`config.mk`:
```
export PLATFORM = sky130hd
export DESIGN_NAME = carrier_board_register_decoder
export DESIGN_NICKNAME = d
export VERILOG_FILES = /design/src/rtl/carrier_regs_pkg.sv /design/src/rtl/carrier_board_register_decoder.sv
export SDC_FILE = /design/constraint.sdc
export NUM_CORES = 1
export LEC_CHECK = 0
export ABC_AREA = 1
export BUFFER_PORTS_ARGS = -buffer_cell sky130_fd_sc_hd__buf_4
export CAP_MARGIN = 20
export CORE_UTILIZATION = 44
export DETAILED_ROUTE_END_ITERATION = 8
export PLACE_DENSITY = 0.73
export SYNTH_ARGS = -nofsm -noshare
export SYNTH_HDL_FRONTEND = slang
export SYNTH_SLANG_ARGS = --single-unit
export TNS_END_PERCENT = 10
```
`constraint.sdc`:
```
create_clock -name core_clk_in -period 8.6 [get_ports core_clk_in]
set_clock_uncertainty 0.05 [all_clocks]
set_input_delay 0.43 -clock core_clk_in [delete_from_list [all_inputs] [get_ports core_clk_in]]
set_output_delay 0.43 -clock core_clk_in [all_outputs]
set_load 0.1 [all_outputs]
```
`src/rtl/carrier_regs_pkg.sv`:
```
package carrier_regs_pkg;
	// I/O space (BAR1) register offsets, byte addresses
	localparam logic [7:0] IO_SERIAL_DATA = 8'h10;
	localparam logic [7:0] IO_SERIAL_CTRL = 8'h14;
	localparam logic [7:0] IO_SERIAL_ICTL = 8'h18;
	localparam logic [7:0] IO_IRQ_ENABLE = 8'h40;
	localparam logic [7:0] IO_CLK_PROG_A = 8'h60;
	localparam logic [7:0] IO_CLK_PROG_B = 8'h64;
	localparam logic [7:0] IO_SCAN_LO = 8'h80;
	localparam logic [7:0] IO_SCAN_HI = 8'hAF;
	// memory space (BAR2) decode
	localparam logic [31:0] MEM_SRAM_BASE = 32'h0000_0000;
	localparam logic [31:0] MEM_SRAM_LAST = 32'h000F_FFFF;
	localparam logic [31:0] MEM_DMA_SRAM_BASE = 32'h4000_0000;
	// word line a28 of the bridge is byte address bit 30
	localparam int DMA_ADDR_BIT = 30;
	localparam logic [31:0] MEM_GBUS_LO = 32'h0020_0000;
	localparam logic [31:0] MEM_GBUS_HI = 32'h0020_007F;
	localparam logic [31:0] MEM_MIR_DATA = 32'h0020_0090;
	localparam logic [31:0] MEM_MIR_CTRL = 32'h0020_0094;
	localparam logic [31:0] MEM_MIR_ICTL = 32'h0020_0098;
	localparam logic [31:0] MEM_PBB_DATA_LO = 32'h0020_0240;
	localparam logic [31:0] MEM_PBB_DATA_HI = 32'h0020_025F;
	localparam logic [31:0] MEM_PBB_CTRL_HI = 32'h0020_027F;
	// local bus map seen by the module master
	localparam logic [31:0] LB_AP0_LO = 32'h1800_0000;
	localparam logic [31:0] LB_AP0_HI = 32'h183F_FFFF;
	localparam logic [31:0] LB_AP1_LO = 32'h1400_0000;
	localparam logic [31:0] LB_AP1_HI = 32'h17FF_FFFF;
	localparam logic [31:0] LB_BRG_LO = 32'h1C00_0000;
	localparam logic [31:0] LB_BRG_HI = 32'h1C00_00FF;
	localparam logic [31:0] LB_SRAM_LO = 32'hD000_0000;
	localparam logic [31:0] LB_SRAM_HI = 32'hD00F_FFFF;
	// module site select lines for the global bus window
	localparam int SITE_HI_A = 30;
	localparam int SITE_HI_B = 19;
	localparam int SITE_LO_A = 7;
	localparam int SITE_LO_B = 5;
	// field layouts and reset values
	localparam int IRQ_LINES = 3;
	localparam int NIB = 4;
	localparam logic [15:0] CLK_A_RESET = 16'h0000;
	localparam logic [7:0] CLK_B_RESET = 8'h00;
	localparam logic [2:0] IRQ_EN_RESET = 3'h0;
	// phase-shift step: 1/(100 MHz * 16) = 625 ps
	localparam int PHASE_STEP_PS = 625;
	localparam int PHASE_NOM_MHZ = 100;
	localparam int PHASE_STEPS = 16;

	// one host access (I/O or memory space)
	typedef struct packed {
		logic io_space;
		logic wr;
		logic rd;
		logic [31:0] addr;
		logic [31:0] wdata;
	} host_req_t;

	// memory-space region hit flags
	typedef struct packed {
		logic sram;
		logic gbus;
		logic pbb_data;
		logic pbb_ctrl;
		logic none;
	} mem_sel_t;

	// local bus region hit flags
	typedef struct packed {
		logic ap0;
		logic ap1;
		logic bridge;
		logic sram;
		logic none;
	} lb_sel_t;

	// per-bank clock program: frequency and phase codes
	typedef struct packed {
		logic [3:0] freq;
		logic [3:0] phase;
	} clk_prog_t;
endpackage : carrier_regs_pkg

```
`src/rtl/carrier_board_register_decoder.sv`:
```
// Contract
// - mailbox read/write events from local side raise a host interrupt request
// - three enable bits 2..0 gate host-to-DSP interrupt onto matching module line
// - host reaches each register at a fixed offset from its allocated I/O base
// - memory 00200090 mirrors serial data: write outgoing, read incoming
// - memory 00200094 mirrors serial control on write, status on read
// - memory 00200098 mirrors serial interrupt control register
// - shared SRAM at 00000000, DMA reaches it from 40000000 with A28 high
// - 00200000..0020007F forwarded to global bus when site lines decode
// - 00200240..0020025F selects parallel bus data, up to 0020027F its control
// - local master sees apertures 0,1, bridge registers and SRAM at fixed bases
// - three separately programmable bank clocks, banks two, three and four
// - clocks configured only through programming registers at offsets 60 and 64
// - reg A bits 7..4 bank-two frequency, bits 3..0 bank-two phase
// - phase codes step in 625 ps units, 100 MHz over 16 steps
`timescale 1ns/1ns
module carrier_board_register_decoder
	import carrier_regs_pkg::*;
(
	input wire logic core_clk_in,
	input wire logic sys_rst_in,
	// host access, already synchronous to core_clk_in via the bridge local bus
	input wire logic host_wr_in,
	input wire logic host_rd_in,
	input wire logic host_io_space_in,
	input wire logic [31:0] host_addr_in,
	input wire logic [31:0] host_wdata_in,
	output logic [31:0] host_rdata_out,
	output logic host_ack_out,
	// serial port engine
	input wire logic [31:0] serial_in_data_in,
	input wire logic [31:0] serial_status_in,
	output logic [31:0] serial_out_data_out,
	output logic serial_out_wr_out,
	output logic [31:0] serial_control_out,
	output logic serial_control_wr_out,
	output logic [31:0] serial_int_control_out,
	output logic serial_in_rd_out,
	// scan controller window
	input wire logic [15:0] scan_rdata_in,
	output logic scan_wr_out,
	output logic scan_rd_out,
	// memory-space region selects
	output logic sram_sel_out,
	output logic [19:0] sram_addr_out,
	output logic gbus_sel_out,
	output logic pbb_data_sel_out,
	output logic pbb_ctrl_sel_out,
	// module site address lines (pins, synchronised here)
	input wire logic site_address_line_30_in,
	input wire logic site_address_line_19_in,
	input wire logic site_address_line_7_in,
	input wire logic site_address_line_5_in,
	// local bus master address decode
	input wire logic lb_valid_in,
	input wire logic [31:0] lb_addr_in,
	output logic lb_ap0_sel_out,
	output logic lb_ap1_sel_out,
	output logic lb_bridge_sel_out,
	output logic lb_sram_sel_out,
	// interrupts
	input wire logic host_to_dsp_irq_in,
	input wire logic mailbox_wr_evt_in,
	input wire logic mailbox_rd_evt_in,
	input wire logic board_irq_src_in,
	output logic host_irq_out,
	output logic [2:0] dsp_irq_line_out,
	// clock synthesizer programming
	output logic [7:0] second_bank_clock_prog_out,
	output logic [7:0] third_bank_clock_prog_out,
	output logic [7:0] fourth_bank_clock_prog_out
);
	host_req_t req;
	mem_sel_t msel;
	lb_sel_t lsel;
	logic [2:0] irq_en_r;
	logic [15:0] clk_a_r;
	logic [7:0] clk_b_r;
	logic [31:0] int_ctl_r;
	logic [31:0] ctrl_r;
	logic [31:0] rdata_nxt;
	logic [3:0] site_meta_r;
	logic [3:0] site_sync_r;

	// phase unit kept as a derived constant so firmware tables can cite it
	localparam int PHASE_UNIT_PS = 1_000_000 / (PHASE_NOM_MHZ * PHASE_STEPS);

	assign req = '{io_space: host_io_space_in, wr: host_wr_in, rd: host_rd_in,
		addr: host_addr_in, wdata: host_wdata_in};

	// I/O-space decode: offsets relative to the allocated base, bridge strips base
	wire [7:0] io_off = req.addr[7:0];
	wire io_acc = req.io_space && (req.wr || req.rd);
	wire mem_acc = !req.io_space && (req.wr || req.rd);
	wire hit_data_io = io_acc && io_off == IO_SERIAL_DATA;
	wire hit_ctrl_io = io_acc && io_off == IO_SERIAL_CTRL;
	wire hit_ictl_io = io_acc && io_off == IO_SERIAL_ICTL;
	wire hit_irq_en = io_acc && io_off == IO_IRQ_ENABLE;
	wire hit_clk_a = io_acc && io_off == IO_CLK_PROG_A;
	wire hit_clk_b = io_acc && io_off == IO_CLK_PROG_B;
	wire hit_scan = io_acc && io_off >= IO_SCAN_LO && io_off <= IO_SCAN_HI;

	// memory-space mirrors behave exactly like their I/O counterparts
	wire hit_data_mir = mem_acc && req.addr == MEM_MIR_DATA;
	wire hit_ctrl_mir = mem_acc && req.addr == MEM_MIR_CTRL;
	wire hit_ictl_mir = mem_acc && req.addr == MEM_MIR_ICTL;
	wire hit_data = hit_data_io || hit_data_mir;
	wire hit_ctrl = hit_ctrl_io || hit_ctrl_mir;
	wire hit_ictl = hit_ictl_io || hit_ictl_mir;

	// SRAM: normal window at base, DMA alias with word line a28 (byte bit 30) set
	wire [31:0] sram_off = req.addr & ~MEM_DMA_SRAM_BASE;
	wire dma_alias = req.addr[DMA_ADDR_BIT];
	wire sram_hit = mem_acc && sram_off >= MEM_SRAM_BASE && sram_off <= MEM_SRAM_LAST
		&& (req.addr == sram_off || dma_alias);

	// global bus only answers when this site's select lines are strapped right
	wire site_ok = site_sync_r[3] && site_sync_r[2] && !site_sync_r[1] && !site_sync_r[0];
	wire gbus_hit = mem_acc && req.addr >= MEM_GBUS_LO && req.addr <= MEM_GBUS_HI
		&& site_ok;
	wire pbb_d_hit = mem_acc && req.addr >= MEM_PBB_DATA_LO
		&& req.addr <= MEM_PBB_DATA_HI;
	wire pbb_c_hit = mem_acc && req.addr > MEM_PBB_DATA_HI
		&& req.addr <= MEM_PBB_CTRL_HI;

	assign msel = '{sram: sram_hit, gbus: gbus_hit, pbb_data: pbb_d_hit,
		pbb_ctrl: pbb_c_hit, none: mem_acc && !(sram_hit || gbus_hit || pbb_d_hit
		|| pbb_c_hit || hit_data_mir || hit_ctrl_mir || hit_ictl_mir)};

	// local bus master map, decoded in parallel with host traffic
	wire la0 = lb_valid_in && lb_addr_in >= LB_AP0_LO && lb_addr_in <= LB_AP0_HI;
	wire la1 = lb_valid_in && lb_addr_in >= LB_AP1_LO && lb_addr_in <= LB_AP1_HI;
	wire lbr = lb_valid_in && lb_addr_in >= LB_BRG_LO && lb_addr_in <= LB_BRG_HI;
	wire lsr = lb_valid_in && lb_addr_in >= LB_SRAM_LO
		&& lb_addr_in <= LB_SRAM_HI;
	assign lsel = '{ap0: la0, ap1: la1, bridge: lbr, sram: lsr,
		none: lb_valid_in && !(la0 || la1 || lbr || lsr)};

	// readback mux; control and interrupt-control are write-only so read status/zero
	always_comb begin
		rdata_nxt = '0;
		if (hit_data) begin
			rdata_nxt = serial_in_data_in;
		end else if (hit_ctrl) begin
			rdata_nxt = serial_status_in;
		end else if (hit_irq_en) begin
			rdata_nxt = {29'h0000_0000, irq_en_r};
		end else if (hit_clk_a) begin
			rdata_nxt = {16'h0000, clk_a_r};
		end else if (hit_clk_b) begin
			rdata_nxt = {24'h00_0000, clk_b_r};
		end else if (hit_scan) begin
			rdata_nxt = {16'h0000, scan_rdata_in};
		end
	end

	// site strap lines come from connector pins: two-stage synchroniser
	always_ff @(posedge core_clk_in or posedge sys_rst_in) begin
		if (sys_rst_in) begin
			site_meta_r <= 4'h0;
			site_sync_r <= 4'h0;
		end else begin
			site_meta_r <= {site_address_line_30_in, site_address_line_19_in,
				site_address_line_7_in, site_address_line_5_in};
			site_sync_r <= site_meta_r;
		end
	end

	// writable registers; only low three enable bits exist
	always_ff @(posedge core_clk_in or posedge sys_rst_in) begin
		if (sys_rst_in) begin
			irq_en_r <= IRQ_EN_RESET;
			clk_a_r <= CLK_A_RESET;
			clk_b_r <= CLK_B_RESET;
			int_ctl_r <= 32'h0000_0000;
			ctrl_r <= 32'h0000_0000;
		end else begin
			if (hit_irq_en && req.wr) irq_en_r <= req.wdata[IRQ_LINES-1:0];
			if (hit_clk_a && req.wr) clk_a_r <= req.wdata[15:0];
			if (hit_clk_b && req.wr) clk_b_r <= req.wdata[7:0];
			if (hit_ictl && req.wr) int_ctl_r <= req.wdata;
			if (hit_ctrl && req.wr) ctrl_r <= req.wdata;
		end
	end

	// host answer and serial strobes, all registered one cycle after the access
	always_ff @(posedge core_clk_in or posedge sys_rst_in) begin
		if (sys_rst_in) begin
			host_rdata_out <= 32'h0000_0000;
			host_ack_out <= 1'b0;
			serial_out_data_out <= 32'h0000_0000;
			serial_out_wr_out <= 1'b0;
			serial_control_wr_out <= 1'b0;
			serial_in_rd_out <= 1'b0;
			scan_wr_out <= 1'b0;
			scan_rd_out <= 1'b0;
		end else begin
			host_rdata_out <= req.rd ? rdata_nxt : 32'h0000_0000;
			host_ack_out <= io_acc || mem_acc; // unmapped accesses still complete
			if (hit_data && req.wr) serial_out_data_out <= req.wdata;
			serial_out_wr_out <= hit_data && req.wr;
			serial_control_wr_out <= hit_ctrl && req.wr;
			serial_in_rd_out <= hit_data && req.rd;
			scan_wr_out <= hit_scan && req.wr;
			scan_rd_out <= hit_scan && req.rd;
		end
	end

	// region selects are registered so the strobes line up with the ack
	always_ff @(posedge core_clk_in or posedge sys_rst_in) begin
		if (sys_rst_in) begin
			sram_sel_out <= 1'b0;
			sram_addr_out <= 20'h0_0000;
			gbus_sel_out <= 1'b0;
			pbb_data_sel_out <= 1'b0;
			pbb_ctrl_sel_out <= 1'b0;
			lb_ap0_sel_out <= 1'b0;
			lb_ap1_sel_out <= 1'b0;
			lb_bridge_sel_out <= 1'b0;
			lb_sram_sel_out <= 1'b0;
		end else begin
			sram_sel_out <= msel.sram;
			sram_addr_out <= sram_off[19:0];
			gbus_sel_out <= msel.gbus;
			pbb_data_sel_out <= msel.pbb_data;
			pbb_ctrl_sel_out <= msel.pbb_ctrl;
			lb_ap0_sel_out <= lsel.ap0;
			lb_ap1_sel_out <= lsel.ap1;
			lb_bridge_sel_out <= lsel.bridge;
			lb_sram_sel_out <= lsel.sram;
		end
	end

	// interrupt routing: host request reaches each DSP line only when enabled
	always_ff @(posedge core_clk_in or posedge sys_rst_in) begin
		if (sys_rst_in) begin
			host_irq_out <= 1'b0;
			dsp_irq_line_out <= 3'h0;
		end else begin
			host_irq_out <= mailbox_wr_evt_in || mailbox_rd_evt_in
				|| board_irq_src_in;
			dsp_irq_line_out <= {IRQ_LINES{host_to_dsp_irq_in}} & irq_en_r;
		end
	end

	// per-bank clock programs fanned out from the two registers
	clk_prog_t bank2;
	clk_prog_t bank3;
	clk_prog_t bank4;
	assign bank2 = '{freq: clk_a_r[7:4], phase: clk_a_r[3:0]};
	assign bank3 = '{freq: clk_a_r[15:12], phase: clk_a_r[11:8]};
	assign bank4 = '{freq: clk_b_r[7:4], phase: clk_b_r[3:0]};
	always_ff @(posedge core_clk_in or posedge sys_rst_in) begin
		if (sys_rst_in) begin
			second_bank_clock_prog_out <= 8'h00;
			third_bank_clock_prog_out <= 8'h00;
			fourth_bank_clock_prog_out <= 8'h00;
		end else begin
			second_bank_clock_prog_out <= bank2;
			third_bank_clock_prog_out <= bank3;
			fourth_bank_clock_prog_out <= bank4;
		end
	end

	// control/interrupt-control values held for the serial engine
	assign serial_control_out = ctrl_r;
	assign serial_int_control_out = int_ctl_r;
endmodule : carrier_board_register_decoder

```
==> key figures, run 1 <==
Status
  – Status: complete, no violations

Timing
  – Setup WS post-layout: 5.05 ns
  – Fmax: 281 MHz
  – RSZ-0062 raised after global routing: no
  – Final setup vio count: 0
  – Final Hold Viols: 0
  – Relative slew slack: 44.7%
  – Measured slew at the worst slew-check pin: 0.829 ns
  – WHS: 0.0317 ns
  – Pins Over Slew Limit: 0
  – Tmin final: 3.55 ns
  – Setup_tns: 0 ns
  – Final period utilization: 41.3%

Route
  – Vias per cell: 4.86
  – Initial DRC count: 402
  – DRC Markers: 0
  – Post-route ant nets: 0
  – WL final: 29200 µm
  – Via count: 8435
  – WL/cell: 16.8 µm
  – Detailed Routing Iterations Pass 1: 5

Critical path
  – FF-to-FF End: gbus_sel_out
  – Worst r2r path cells: 3
  – Worst r2r src: site_sync_r[1]
  – Critical Path Sink: clk_a_r[11]
  – CP arrival: 3.90 ns
  – Worst Setup Start Kind: primary input
  – Flop-to-flop setup slack: 7.46 ns
  – CP Data Required Time: 8.95 ns
  – Critical path launch point: host_addr_in[2]
  – Crit path kind: in -> reg
  – Worst setup EP type: flip-flop
  – Crit path max fanout: 34

Power and ir drop
  – Peak VDD IR: 0.000138 V
  – PD cells: 191 nW/µm²
  – Clk pwr share: 43.9%
  – Gate power share: 13.2%
  – Power share of the sequential group: 42.9%
  – Leakage: 7.59 nW
  – Net Sw Frac: 26.3%
  – Internal power: 1.88 mW
  – Total chip power: 2.55 mW
  – Switching pwr: 0.671 mW

Logic synthesis
  – Yosys reg bits: 225
  – Avg Cell Area, Syn: 8.68 µm²
  – Yosys warnings: 0
  – Yosys cell types: 27
  – Synth Net Count: 1254
  – Post-Syn Area: 9240 µm²
  – Mapped Cells: 1064
  – Post-synthesis sequential area ratio: 60.9%

Cells and area
  – Final net count: 1639
  – Leading cell types in the layout, fill and taps excluded: buf_4 (380), nand2_1 (305), dfrtp_1 (225)
  – Design area: 13400 µm²
  – Area Growth Syn to Fin: 44.5%
  – Most common cell after layout, fill and taps aside: buf_4
  – Cell Count, Final, Fillers Out: 1737
  – Fraction of layout cells with a size suffix above 1: 29.9%
  – N_diodes: 0
  – Fin util: 65.3%
  – Fillers: 1712

Place
  – Pre-CTS WS: 5.07 ns
  – Port Buffer Count: 371
  – Placed Area: 12200 µm²
  – Gp weighted congestion: 0.899
  – Post-DP HPWL: 20800 µm
  – DP Cell Count: 1668

CTS
  – Root Buffer: clkbuf_16
  – Clock buffer count from CTS: 24
  – Clk_lat worst skew: 0.50 ns
  – Num Clock Sinks: 225
  – CTS tree: done
  – Worst-path clk slew: 0.06 ns
  – H-tree Lvls: 1
  – Worst-case clock buffer depth: 3

Floorplanning
  – Rows: 52
  – Core area: 20400 µm²
  – I/O Pins: 380
  – Die Ht: 147 µm
  – Total Die Area: 21600 µm²
  – Starting Density: 45.2%
  – Die Span X: 147 µm

Global routing
  – Initial antenna violation count: 0
  – First-pass GRT wire length: 45100 µm
  – Largest net degree at the start of global routing: 96
  – Total GRT Usage: 26.9%
  – Vias in the first global route: 8346
  – Grt total ovfl: 0

Flow run
  – Max-cap violation count: 0

Hold path
  – Worst hold-check path type: in -> reg
==> sequential cells by signal, summed over array words and instances (netlist names), 3 cells and up <==
| signal | flops |
|---|---|
| host_rdata_out | 32 |
| serial_control_out | 32 |
| serial_int_control_out | 32 |
| serial_out_data_out | 32 |
| sram_addr_out | 20 |
| clk_a_r | 16 |
| bank4 | 8 |
| fourth_bank_clock_prog_out | 8 |
| second_bank_clock_prog_out | 8 |
| third_bank_clock_prog_out | 8 |
| site_meta_r | 4 |
| site_sync_r | 4 |
| dsp_irq_line_out | 3 |
| irq_en_r | 3 |
==> cell type report <==
class | instances | area (µm²) | share of cell area [%]
tap | 270 | 338 | 2.53
inverter | 165 | 627 | 4.70
clock inverter | 9 | 184 | 1.38
multi-input combinational | 628 | 2790 | 20.9
clock buffer | 35 | 672 | 5.03
timing repair buffer | 405 | 3110 | 23.3
sequential | 225 | 5630 | 42.2
==> worst min-delay path by stage <==
stage,end,from,cells after the start
floorplan,site_sync_r[0],site_meta_r[0],0
global placement,site_sync_r[0],site_meta_r[0],0
detailed placement,site_sync_r[0],site_meta_r[0],0
CTS,sram_addr_out[7],host_addr_in[7],1
global route,sram_addr_out[7],host_addr_in[7],1
finish,sram_addr_out[4],host_addr_in[4],1
==> critical path: stages <==
cell and delay [ns]:
dlygate4sd3_1 0.56, buf_4 0.15, inv_1 0.11, nand4_1 0.11
buf_4 0.29, inv_1 0.58, nand2_1 0.42, inv_2 0.26
nand2_1 0.51, mux2_2 0.47
==> Yosys cell counts <==
cell | n | area [µm²]
nand2_1 | 306 | 1150
dfrtp_1 | 225 | 5630
inv_1 | 164 | 616
nand3_1 | 99 | 495
o21ai_1 | 77 | 385
nor2_1 | 53 | 199
o21ai_0 | 51 | 255
clkbuf_1 | 24 | 90.1
buf_2 | 20 | 100
mux2_2 | 8 | 90.1
nand4_1 | 5 | 31.3
nor3_1 | 5 | 25.0
nor4_1 | 5 | 31.3
a21oi_1 | 3 | 15.0
nor2_2 | 3 | 18.8
and3_1 | 2 | 12.5
buf_1 | 2 | 7.51
or2_2 | 2 | 12.5
or3_1 | 2 | 12.5
a2111oi_0 | 1 | 8.76
a21oi_2 | 1 | 8.76
and2_1 | 1 | 6.26
inv_2 | 1 | 3.75
nand2_2 | 1 | 6.26
nand3_2 | 1 | 10.0
nor3_2 | 1 | 10.0
o2111ai_1 | 1 | 8.76
==> layer usage <==
metal | GRT usage (%) | routed length [µm] | part of all wire [%]
met2 | 47.5 | 14600 | 50
met1 | 31.8 | 11200 | 38
met4 | 8.76 | 869 | 3.0
met5 | 0 | 0 | 0
met3 | 7.08 | 2530 | 8.7
==> cells by family after synthesis <==
family	synth area share (%)
AO/OA/AOI/OAI	7.38
buffers and inverters	8.84
flip-flops	60.9
multiplexers	0.975
AND/OR/NAND/NOR	21.9
==> power by group through the flow <==
| stage | Clock [mW] | Combinational [mW] | Sequential [mW] |
|---|---|---|---|
| floorplan | 0 | 0.0568 | 1.25 |
| finish | 1.12 | 0.337 | 1.09 |
| CTS | 1.14 | 0.337 | 1.09 |
| global placement | 0 | 0.325 | 1.11 |
| global route | 1.17 | 0.356 | 1.10 |
| detailed placement | 0 | 0.327 | 1.11 |
==> repair_timing <==
item | in CTS | in global routing
hold buffers | 23 | 0
setup buffers | 0 | 0
gates resized for setup | 0 | 0
hold endpoints to repair | 100 | 0
No activity file was read; power rests on OpenSTA's default activity.
==> run 2, diff against run 1 <==
--- a/config.mk
+++ b/config.mk
@@ -5,12 +5,13 @@
 export SDC_FILE = /design/constraint.sdc
 export NUM_CORES = 1
 export LEC_CHECK = 0
-export ABC_AREA = 1
+export ABC_AREA = 0
 export BUFFER_PORTS_ARGS = -buffer_cell sky130_fd_sc_hd__buf_4
 export CAP_MARGIN = 20
-export CORE_UTILIZATION = 44
+export CORE_AREA = 2 2 146 148
 export DETAILED_ROUTE_END_ITERATION = 8
-export PLACE_DENSITY = 0.73
+export DIE_AREA = 0 0 148 150
+export PLACE_DENSITY = 0.75
 export SYNTH_ARGS = -nofsm -noshare
 export SYNTH_HDL_FRONTEND = slang
 export SYNTH_SLANG_ARGS = --single-unit
==> constraint.sdc (replaced) <==
create_clock -name core_clk_in -period 3 [get_ports core_clk_in]
set_clock_uncertainty 0.05 [all_clocks]
set_input_delay 0.15 -clock core_clk_in [delete_from_list [all_inputs] [get_ports core_clk_in]]
set_output_delay 0.15 -clock core_clk_in [all_outputs]
set_load 0.1 [all_outputs]
==> key figures, run 2 <==
Status
  – Status: complete, no violations

CTS
  – H-tree Lvls: 1
  – Clk_lat worst skew: 0.51 ns
  – CTS tree: done
  – Worst-case clock buffer depth: 3
  – Worst-path clk slew: 0.06 ns
  – Clock buffer count from CTS: 25
  – Num Clock Sinks: 225
  – Root Buffer: clkbuf_16

Cells and area
  – Most common cell after layout, fill and taps aside: buf_4
  – Fin util: 69.2%
  – Cell Count, Final, Fillers Out: 1405
  – Final net count: 1301
  – Leading cell types in the layout, fill and taps excluded: buf_4 (384), dfrtp_1 (225), dlygate4sd3_1 (156)
  – Fillers: 1359
  – Area Growth Syn to Fin: 62.8%
  – Fraction of layout cells with a size suffix above 1: 50.6%
  – Area taken by multi-input logic gates: 2950 µm²
  – Register area: 5630 µm²

Power and ir drop
  – Power share of the sequential group: 43.2%
  – PD cells: 508 nW/µm²
  – Peak VDD IR: 0.000433 V
  – Net Sw Frac: 26.5%
  – Gate power share: 14.7%
  – Internal power: 5.34 mW
  – Clk pwr share: 42.1%
  – Leakage: 7.48 nW
  – Switching pwr: 1.92 mW

Logic synthesis
  – Yosys top cell area share: 64.0%
  – Post-synth EDFFs: 0
  – Post-synthesis sequential area ratio: 64.0%
  – Synth Net Count: 755
  – Avg Cell Area, Syn: 15.6 µm²
  – Yosys warnings: 0
  – Mapped Cells: 565
  – Yosys cell types: 54
  – Yosys reg bits: 225
  – Post-synth top area cell: dfrtp_1
  – Post-Syn Area: 8790 µm²
  – Top cells by area, synth: dfrtp_1 (64%), mux2_4 (12%), mux2_2 (7.0%), a222oi_1 (1.5%), a22oi_1 (1.4%)
  – Count leader, synth: dfrtp_1
  – Synth cell count leaders: dfrtp_1 (225), mux2_4 (68), mux2_2 (55)
  – Primary FF master, synth: dfrtp_1
  – Fraction of registers with async set/reset: 100%

Global routing
  – First-pass GRT wire length: 44000 µm
  – Initial antenna violation count: 0
  – Total GRT Usage: 25.6%
  – Vias in the first global route: 7927
  – Met3 usage: 6.62%
  – Largest net degree at the start of global routing: 81
  – Met1 Use GR: 30.1%
  – GR peak layer: met2
  – Grt total ovfl: 0
  – Met2 usage: 45.5%

Route
  – Via count: 7158
  – Initial DRC count: 308
  – WL final: 29100 µm
  – Vias per cell: 5.09
  – Detailed Routing Iterations Pass 1: 6
  – WL/cell: 20.7 µm
  – DRC Markers: 0
  – Post-route ant nets: 0

Critical path
  – Worst setup EP type: flip-flop
  – Crit path kind: in -> reg
  – Largest delay share family, worst path: buffers and inverters
  – Critical path buffers and inverters: 3
  – Worst Setup Start Kind: primary input
  – Worst-path cell chain: dlygate4sd3_1 -> buf_4 -> or4b_1 -> nor4_4 -> a21oi_1 -> o22ai_1 -> mux2i_1 -> a21boi_1 -> dlygate4sd3_1
  – CP arrival: 3.28 ns
  – CP max stage delay: 0.65 ns
  – Flop-to-flop setup slack: 0.95 ns
  – Most used cell, CP: dlygate4sd3_1
  – CP Data Required Time: 3.39 ns
  – CP max-delay cell: or4b_1
  – Crit path max fanout: 7

Floorplanning
  – I/O Pins: 380
  – Starting Density: 42.5%
  – Total Die Area: 22200 µm²
  – Rows: 53
  – Die Ht: 150 µm
  – Core area: 20700 µm²
  – Die Span X: 148 µm

Place
  – DP Cell Count: 1199
  – Gp weighted congestion: 0.822
  – Post-DP HPWL: 17900 µm
  – Port Buffer Count: 371
  – Pre-CTS WS: 0.385 ns

Hold path
  – Worst hold-check path type: in -> reg

Timing
  – Setup WS post-layout: 0.104 ns
  – Measured slew at the worst slew-check pin: 0.867 ns
  – Fmax: 345 MHz
  – Setup_tns: 0 ns
  – Relative slew slack: 42.2%
  – Final period utilization: 96.5%
  – RSZ-0062 raised after global routing: no
  – WHS: 0.0442 ns
  – Tmin final: 2.90 ns
  – Pins Over Slew Limit: 0
  – Final Hold Viols: 0
  – Final setup vio count: 0

Flow run
  – Max-cap violation count: 0
run 2: changes by cell type after synthesis, moves of 17 or more:
cell	previous run	this run
nand2_1	306	15
mux2_2	8	55
clkbuf_1	24	7
nor2_1	53	7
o21ai_1	77	1
mux2_4	0	68
o21ai_0	51	16
nand3_1	99	3
inv_1	164	6
run 2: final cells by class:
| class | instances | share of cell area (%) |
|---|---|---|
| Sequential cell | 225 | 39.4 |
| Timing Repair Buffer | 544 | 31.6 |
| Multi-Input combinational cell | 309 | 20.6 |
| Clock buffer | 33 | 4.93 |
| Tap cell | 275 | 2.40 |
| Clock inverter | 12 | 0.840 |
| Inverter | 6 | 0.184 |
| Antenna cell | 1 | 0.0175 |
run 2: timing repair:
item | in CTS | in global routing
setup endpoints to repair | 0 | 10
hold buffers | 156 | 0
hold endpoints to repair | 222 | 0
gates resized for setup | 0 | 1
buffers inserted | 0 | 4
run 2: worst paths after layout:
kind / from / end / cells past startpoint
worst min-delay path: host_rd_in / host_rdata_out[6] / 3
worst min register to register: site_meta_r[1] / site_sync_r[1] / 0
worst max register to register: site_sync_r[1] / gbus_sel_out / 5
min in group asynchronous: sys_rst_in / sram_addr_out[7] / 3
max in group asynchronous: sys_rst_in / host_rdata_out[10] / 4
worst max-delay path: host_addr_in[3] / host_rdata_out[2] / 9
run 2: cells by family (layout without fill, tap and decap cells):
group	count (synthesis)	in the layout	share of synthesized area, %
DFF	225	225	64.0
and+or+nand+nor	101	101	7.46
AOI/OAI and AO/OA	78	78	6.39
muxes	130	130	19.5
other	0	1	0
buffers and inverters	31	595	2.65
run 2: power by group through the flow:
stage	Clock [mW]	Combinational (mW)	Sequential (mW)
final	3.06	1.07	3.14
after global routing	3.25	1.12	3.14
after CTS	3.11	1.06	3.13
after detailed placement	0	0.908	3.19
after global placement	0	0.899	3.19
after floorplan	0	0.142	3.58
run 2: layer usage:
layer	part of all wire [%]	wire, µm	vias up
met5	0	0	-
met4	3.0	881	0
met3	8.3	2420	71
met2	51	14800	391
met1	38	10900	3550
li1	-	-	3146
run 2: metrics by stage:
stage	total power, mW	area, µm²
after CTS	7.30	14300
after floorplan	3.72	8790
after detailed placement	4.10	11900
final	7.26	14300
after global placement	4.08	11900
after global routing	7.51	14300
run 2: worst register-to-register path: cells and delay by family, from the launching register on:
family / cells / cell delay (ns)
compound gates: 1 / 0.11
buf+inv: 2 / 1.15
flops: 1 / 0.36
simple gates: 2 / 0.32
